### src/jpdc_defs.vh
// Register indices, field positions and reset values of the PLL divider configuration
`ifndef JPDC_DEFS_VH
`define JPDC_DEFS_VH

// Register indices; byte address is four times the index
`define JPDC_IDX_CTRL0 3'h0
`define JPDC_IDX_FB_LO 3'h1
`define JPDC_IDX_SEC_LO 3'h2
`define JPDC_IDX_SEC_HI 3'h3
`define JPDC_IDX_IN_HI 3'h4
`define JPDC_IDX_IN_LO 3'h5
`define JPDC_IDX_STATUS 3'h6
`define JPDC_ADDR_W 12

// Field positions inside the byte registers
`define JPDC_PHASE_MSB 7
`define JPDC_PHASE_LSB 5
`define JPDC_PD_BIT 4
`define JPDC_HI_MSB 3
`define JPDC_SEC_MSB_BIT 7

// Status register fields
`define JPDC_ST_FB_CODE_LSB 0
`define JPDC_ST_IN_CODE_LSB 4
`define JPDC_ST_FB_MISMATCH 8
`define JPDC_ST_IN_MISMATCH 9
`define JPDC_ST_SEC_ACTIVE 10

// Reset values
`define JPDC_RST_PHASE 3'h0
`define JPDC_RST_FB_RATIO 12'hC00
`define JPDC_RST_SEC_RATIO 9'h060
`define JPDC_RST_PD 1'h0
`define JPDC_RST_IN_RATIO 12'hC00

`endif

### src/jpdc_top.v
// APB register file and divider datapath for the first-stage PLL dividers
//
// Behaviour
// The 3-bit feedback lock phase selector resets to 000 and is output with the input selector.
// Software picks the feedback selector code from the primary ratio range, 010 up to 111; the code recommends 000 for ratios below 32.
// The primary feedback ratio is a 12-bit read/write binary divide value reset to 3072.
// The secondary feedback ratio is a 9-bit divide value reset to 96 that runs while enabled.
// Setting the secondary power-down bit stops and disables the secondary divider; reset 0.
// Software may power the secondary divider down when input clock monitors are unused.
// The 3-bit input lock phase selector resets to 000 and follows the prescale range map.
// The input prescale ratio is a 12-bit read/write binary divide value reset to 3072.
`timescale 1ns/1ps
`include "jpdc_defs.vh"
module jpdc_top (
    // Clock and reset
    input wire clk,
    input wire rst,
    // APB slave
    input wire psel,
    input wire penable,
    input wire pwrite,
    input wire [`JPDC_ADDR_W-1:0] paddr,
    input wire [31:0] pwdata,
    output reg [31:0] prdata,
    output wire pready,
    output reg pslverr,
    // Divider ticks
    input wire ref_tick,
    input wire fb_tick,
    output wire ref_div_tick,
    output wire fb_div_tick,
    output wire sec_div_tick,
    // Configuration outputs
    output wire [2:0] feedback_lock_phase_select,
    output wire [2:0] input_lock_phase_select,
    output wire [11:0] primary_feedback_ratio,
    output wire [8:0] secondary_feedback_ratio,
    output wire secondary_divider_powerdown,
    output wire [11:0] input_prescale_ratio
);

reg [2:0] fb_phase_reg;
reg [2:0] in_phase_reg;
reg [11:0] fb_ratio_reg;
reg [8:0] sec_ratio_reg;
reg sec_pd_reg;
reg [11:0] in_ratio_reg;
reg [31:0] rdata_next;
reg err_next;
reg [31:0] status_word;

wire setup;
wire access;
wire [2:0] idx;
wire idx_hit;
wire [7:0] wbyte;
wire [2:0] fb_code;
wire [2:0] in_code;
wire wr_en;
wire sec_enable;
wire fb_phase_off;
wire in_phase_off;

// Recommended lock phase code for a divide ratio
function [2:0] lock_code;
    input [11:0] ratio;
    begin
        if (ratio >= 12'h400) begin
            lock_code = 3'h7;
        end else if (ratio >= 12'h200) begin
            lock_code = 3'h6;
        end else if (ratio >= 12'h100) begin
            lock_code = 3'h5;
        end else if (ratio >= 12'h080) begin
            lock_code = 3'h4;
        end else if (ratio >= 12'h040) begin
            lock_code = 3'h3;
        end else if (ratio >= 12'h020) begin
            lock_code = 3'h2;
        end else begin
            lock_code = 3'h0;
        end
    end
endfunction

assign setup = psel && !penable;
assign access = psel && penable;
assign idx = paddr[4:2];
assign idx_hit = (paddr[1:0] == 2'h0) && (paddr[`JPDC_ADDR_W-1:5] == 7'h00) &&
    (idx <= `JPDC_IDX_STATUS);
assign wbyte = pwdata[7:0];
assign pready = 1'b1;

assign fb_code = lock_code(fb_ratio_reg);
assign in_code = lock_code(in_ratio_reg);
assign fb_phase_off = (fb_code != fb_phase_reg);
assign in_phase_off = (in_code != in_phase_reg);
assign wr_en = access && pwrite && idx_hit;

// Secondary divider runs only while not powered down
assign sec_enable = !sec_pd_reg;

// Register writes take effect at the access edge
always @(posedge clk) begin
    if (rst) begin
        fb_phase_reg <= `JPDC_RST_PHASE;
        in_phase_reg <= `JPDC_RST_PHASE;
        fb_ratio_reg <= `JPDC_RST_FB_RATIO;
        sec_ratio_reg <= `JPDC_RST_SEC_RATIO;
        sec_pd_reg <= `JPDC_RST_PD;
        in_ratio_reg <= `JPDC_RST_IN_RATIO;
    end else if (wr_en) begin
        if (idx == `JPDC_IDX_CTRL0) begin
            fb_phase_reg <= wbyte[`JPDC_PHASE_MSB:`JPDC_PHASE_LSB];
            sec_pd_reg <= wbyte[`JPDC_PD_BIT];
            fb_ratio_reg[11:8] <= wbyte[`JPDC_HI_MSB:0];
        end else if (idx == `JPDC_IDX_FB_LO) begin
            fb_ratio_reg[7:0] <= wbyte;
        end else if (idx == `JPDC_IDX_SEC_LO) begin
            sec_ratio_reg[7:0] <= wbyte;
        end else if (idx == `JPDC_IDX_SEC_HI) begin
            sec_ratio_reg[8] <= wbyte[`JPDC_SEC_MSB_BIT];
        end else if (idx == `JPDC_IDX_IN_HI) begin
            in_phase_reg <= wbyte[`JPDC_PHASE_MSB:`JPDC_PHASE_LSB];
            in_ratio_reg[11:8] <= wbyte[`JPDC_HI_MSB:0];
        end else if (idx == `JPDC_IDX_IN_LO) begin
            in_ratio_reg[7:0] <= wbyte;
        end
    end
end

// Read mux; reserved bits read as zero and a write to the status register is an error
always @* begin
    rdata_next = 32'h00000000;
    err_next = 1'b0;
    if (!idx_hit) begin
        err_next = 1'b1;
    end else if (idx == `JPDC_IDX_CTRL0) begin
        rdata_next[`JPDC_PHASE_MSB:`JPDC_PHASE_LSB] = fb_phase_reg;
        rdata_next[`JPDC_PD_BIT] = sec_pd_reg;
        rdata_next[`JPDC_HI_MSB:0] = fb_ratio_reg[11:8];
    end else if (idx == `JPDC_IDX_FB_LO) begin
        rdata_next[7:0] = fb_ratio_reg[7:0];
    end else if (idx == `JPDC_IDX_SEC_LO) begin
        rdata_next[7:0] = sec_ratio_reg[7:0];
    end else if (idx == `JPDC_IDX_SEC_HI) begin
        rdata_next[`JPDC_SEC_MSB_BIT] = sec_ratio_reg[8];
    end else if (idx == `JPDC_IDX_IN_HI) begin
        rdata_next[`JPDC_PHASE_MSB:`JPDC_PHASE_LSB] = in_phase_reg;
        rdata_next[`JPDC_HI_MSB:0] = in_ratio_reg[11:8];
    end else if (idx == `JPDC_IDX_IN_LO) begin
        rdata_next[7:0] = in_ratio_reg[7:0];
    end else begin
        rdata_next = status_word;
        if (pwrite) begin
            err_next = 1'b1;
        end
    end
end

// Recommended codes and whether the programmed selectors disagree
always @* begin
    status_word = 32'h00000000;
    status_word[`JPDC_ST_FB_CODE_LSB+2:`JPDC_ST_FB_CODE_LSB] = fb_code;
    status_word[`JPDC_ST_IN_CODE_LSB+2:`JPDC_ST_IN_CODE_LSB] = in_code;
    status_word[`JPDC_ST_FB_MISMATCH] = fb_phase_off;
    status_word[`JPDC_ST_IN_MISMATCH] = in_phase_off;
    status_word[`JPDC_ST_SEC_ACTIVE] = sec_enable;
end

// Answer is captured in the setup cycle so it stands through the access cycle
always @(posedge clk) begin
    if (rst) begin
        prdata <= 32'h00000000;
        pslverr <= 1'b0;
    end else if (setup) begin
        prdata <= pwrite ? 32'h00000000 : rdata_next;
        pslverr <= err_next;
    end else if (!psel) begin
        prdata <= 32'h00000000;
        pslverr <= 1'b0;
    end
end

assign feedback_lock_phase_select = fb_phase_reg;
assign input_lock_phase_select = in_phase_reg;
assign primary_feedback_ratio = fb_ratio_reg;
assign secondary_feedback_ratio = sec_ratio_reg;
assign secondary_divider_powerdown = sec_pd_reg;
assign input_prescale_ratio = in_ratio_reg;

// Input prescaler on the reference ticks
jpdc_divider #(.WIDTH(12)) u_in_div (
    .clk(clk),
    .rst(rst),
    .enable(1'b1),
    .ratio(in_ratio_reg),
    .tick_in(ref_tick),
    .tick_out(ref_div_tick)
);

// Primary feedback divider
jpdc_divider #(.WIDTH(12)) u_fb_div (
    .clk(clk),
    .rst(rst),
    .enable(1'b1),
    .ratio(fb_ratio_reg),
    .tick_in(fb_tick),
    .tick_out(fb_div_tick)
);

// Secondary divider cascaded after the primary; held cleared while powered down
jpdc_divider #(.WIDTH(9)) u_sec_div (
    .clk(clk),
    .rst(rst),
    .enable(sec_enable),
    .ratio(sec_ratio_reg),
    .tick_in(fb_div_tick),
    .tick_out(sec_div_tick)
);

endmodule

### src/jpdc_divider.v
// Programmable tick divider used for each configured divide ratio
`timescale 1ns/1ps
module jpdc_divider #(
    parameter WIDTH = 12
) (
    // Clock and reset
    input wire clk,
    input wire rst,
    // Control
    input wire enable,
    input wire [WIDTH-1:0] ratio,
    // Ticks
    input wire tick_in,
    output reg tick_out
);

reg [WIDTH-1:0] count_reg;
wire [WIDTH-1:0] count_inc;

assign count_inc = count_reg + {{(WIDTH-1){1'b0}}, 1'b1};

always @(posedge clk) begin
    if (rst || !enable) begin
        count_reg <= {WIDTH{1'b0}};
        tick_out <= 1'b0;
    end else if (tick_in) begin
        // Wrap once the count reaches the ratio; ratio 0 passes every tick
        if (count_inc >= ratio) begin
            count_reg <= {WIDTH{1'b0}};
            tick_out <= 1'b1;
        end else begin
            count_reg <= count_inc;
            tick_out <= 1'b0;
        end
    end else begin
        tick_out <= 1'b0;
    end
end

endmodule

### config.mk
export PLATFORM = sky130hd
export DESIGN_NAME = jpdc_top
export DESIGN_NICKNAME = d
export VERILOG_FILES = /design/src/jpdc_top.v /design/src/jpdc_divider.v
export VERILOG_INCLUDE_DIRS = /design/src /design/src/src
export SDC_FILE = /design/constraint.sdc
export NUM_CORES = 1
export LEC_CHECK = 0
export BUFFER_PORTS_ARGS = -buffer_cell sky130_fd_sc_hd__buf_4
export CAP_MARGIN = 20
export CORE_UTILIZATION = 55
export CTS_CLUSTER_SIZE = 16
export DETAILED_ROUTE_END_ITERATION = 6
export GPL_TIMING_DRIVEN = 0
export PLACE_DENSITY_LB_ADDON = 0.15
export SYNTH_ARGS = -nofsm -noshare
export SYNTH_HDL_FRONTEND = slang
export SYNTH_SLANG_ARGS = --single-unit
### constraint.sdc
create_clock -name clk -period 3.8 [get_ports clk]
set_clock_uncertainty 0.15 [all_clocks]
set_input_delay 0.38 -clock clk [delete_from_list [all_inputs] [get_ports clk]]
set_output_delay 0.38 -clock clk [all_outputs]
set_load 0.02 [all_outputs]
==> metrics.yaml <==
slowest_stage: "dfxtp_1"
clk_path_buf_depth: 2
drt-pass1-iter-count: 5
critPathRequiredTime_ns: 3.89
coreArea_um2: 9730
vias: 5115
worstSetupPathType: "flop to flop"
grt_usage_pct: 29.0
grt_pass1_wl_mm: 23.1
diodes: 0
run_status: "completed"
hold_violations: 0
ys_async_sr_fraction_pct: 0
synth_cell_type_count: 54
wl_per_cell_um: 16.1
antenna_found_initial: 0
io_pins: 128
finalCoreUtilization_pct: 67.1
peakVddDrop_v: 0.000170
rsz0062_at_grt: "false"
ant_nets: 0
place_inst: 887
switching_share_pct: 27.2
worstHoldPathCells: 2
numCtsBuffers: 9
fp.dieW_um: 102
die_y_um: 102
cts_sinks: 88
cts_tree: "done"
syn-instance-count: 657
rows: 36
first_global_vias: 4664
routed_wl_mm: 14.6
cp_common_cell: "ha_1"
end_kind: "flop"
p_leak_nw: 2.82
clkTransAtPathRegs_ns: 0.09
maxCapViolCount: 0
dieArea_um2: 10400
layout-drive-gt1-share_pct: 17.7
p_seq_share_pct: 51.4
p_clk_share_pct: 37.4
worst_slack_ns: 0.361
initial_core_util_pct: 56.5
crit_fanout: 10
cp_cell_sequence: "ha_1 -> inv_1 -> nor2_1 -> xor2_1 -> ha_1 -> and3_1 -> o211ai_1 -> or3_1 -> a21oi_1 -> clkbuf_1 -> a211oi_1"
drc: 0
finalNonFillerCells: 903
portBuffers: 77
relSlewSlack_pct: 52.7
p_per_area_nw_per_um2: 280
via_per_inst: 5.66
gp_congestion: 0.951
start_kind: "flop"
fmax_mhz: 291
syn-mean-instance-area_um2: 8.37
ys_warn_count: 0
crit_arrival_ns: 3.53
worstSkewPairLatency_ns: 0.37
cts_root_buffer: "clkbuf_8"
path_delay_family: "simple AND/OR/NAND/NOR gates"
drt_iter0_drc: 306
finalCritPeriodShare_pct: 90.5
hold_buffers: 0
reg2reg_depth: 11
synth_edf_count: 0
synth_area_leader_cell: "dfxtp_1"
worst-path-buf-inv: 2
tightestPinTransition_ns: 0.704
tns_ns: 0
internal-power_mw: 1.33
pre_cts_ws_ns: 0.412
grt_max_degree: 16
hpwl_mm: 11.1
setup_viol: 0
synth_area_leaders: "dfxtp_1 32%, ha_1 8.2%, mux2i_1 8.0%, xor2_1 4.5%, nor2_1 4.4%"
yosysTopAreaCellShare_pct: 32.0
synth_area_um2: 5500
layout.nets: 852
cts_resized: 0
cp.depth: 11
grt_overflow_total: 0
slew_viol_final: 0
regToRegSetupSlack_ns: 0.36
postCtsSetupRepairBufs: 0
synthFlopType: "dfxtp_1"
critPathMaxStageDelay_ns: 0.49
p_comb_share_pct: 11.2
finalCriticalPeriod_ns: 3.44
yosysSeqAreaShare_pct: 32.0
power.switching_mw: 0.497
area_delta_synth_final_pct: 18.6
htreeDepth: 3
synth_seq_cells: 88
hold_class: "input pin to flop"
-- per-stage QoR --
stage / hold WS [ns] / power, mW / cell area, µm²
2_1_floorplan: 0.303 / 1.10 / 5580
3_3_place_gp: 0.290 / 1.16 / 6320
4_1_cts: 0.129 / 1.83 / 6520
6_report: 0.136 / 1.83 / 6530
3_5_place_dp: 0.294 / 1.16 / 6320
5_1_grt: 0.141 / 1.90 / 6530
-- final timing paths --
path | endpoint | startpoint
worst max-delay path | u_in_div.count_reg[3] | u_in_div.count_reg[0]
worst min-delay path | pslverr | psel
worst max register to register | u_in_div.count_reg[3] | u_in_div.count_reg[0]
worst min register to register | prdata[5] | prdata[5]
-- cell families (layout without fill, tap and decap cells) --
family	count (synthesis)	in the layout	share of synthesized area (%)
xor gates and xnor gates	51	51	8.12
muxes	48	48	9.44
and+or+nand+nor	232	232	21.3
buffers and inverters	99	192	8.44
DFF	88	88	32.0
other	2	22	0.137
AOI/OAI and AO/OA	101	101	12.3
adders and majority gates	36	36	8.19
-- power groups by stage --
stage | Clock [mW] | Combinational, mW | Sequential, mW
5_1_grt | 0.731 | 0.227 | 0.942
3_5_place_dp | 0 | 0.201 | 0.961
4_1_cts | 0.692 | 0.202 | 0.940
3_3_place_gp | 0 | 0.197 | 0.961
2_1_floorplan | 0 | 0.139 | 0.960
6_report | 0.684 | 0.206 | 0.940
-- metal layers --
metal / GRT usage, % / vias to the layer above / part of all wire (%)
met5: 0 / - / 0
met4: 12.2 / 0 / 2.7
met3: 4.51 / 37 / 6.5
met2: 48.4 / 186 / 47
met1: 37.5 / 2412 / 44
li1: - / 2480 / -
-- cell usage after synthesis, types with 3 or more instances --
cell,number
nor2_1,64
a211oi_1,15
nor3_1,22
dfxtp_1,88
or3_1,5
o21ai_0,19
mux4_2,3
nor3b_1,3
a31oi_1,3
a21oi_1,21
inv_1,38
ha_1,36
clkbuf_1,27
buf_2,4
buf_1,4
o31ai_1,5
mux2i_1,44
nand2b_1,5
o211ai_1,10
nand2_1,46
and3_1,10
xor2_1,28
nor2b_1,5
buf_4,23
a211o_1,3
a21o_1,5
nand4_1,14
nand3_1,41
xnor2_1,23
nor4_1,5
-- cell usage in the layout, fill, tap and decap left out, types with 23 or more instances in the layout --
| cell | instances |
|---|---|
| buf_4 | 100 |
| nor2_1 | 63 |
| clkbuf_1 | 27 |
| inv_1 | 38 |
| xor2_1 | 28 |
| nand2_1 | 46 |
| nand3_1 | 41 |
| dfxtp_1 | 88 |
| xnor2_1 | 23 |
| mux2i_1 | 44 |
| ha_1 | 36 |
-- worst register-to-register path, cell delays in order, from the launching register on --
cell and delay (ns):
dfxtp_1 0.49, ha_1 0.32, inv_1 0.06, nor2_1 0.35, xor2_1 0.15, ha_1 0.32
and3_1 0.18, o211ai_1 0.09, or3_1 0.36, a21oi_1 0.28, clkbuf_1 0.40, a211oi_1 0.15
-- layout make-up --
class                   instances  area (µm²)
clock inverters                 6        65.1
clock buffers                  10         138
flip-flops and latches         88        1760
multi-input cells             490        3350
fillers                       904        3200
repair buffers                 77         578
plain buffers                  59         314
inverters                      40         150
well taps                     133         166
Note: power is estimated with default switching activity, not from simulation.
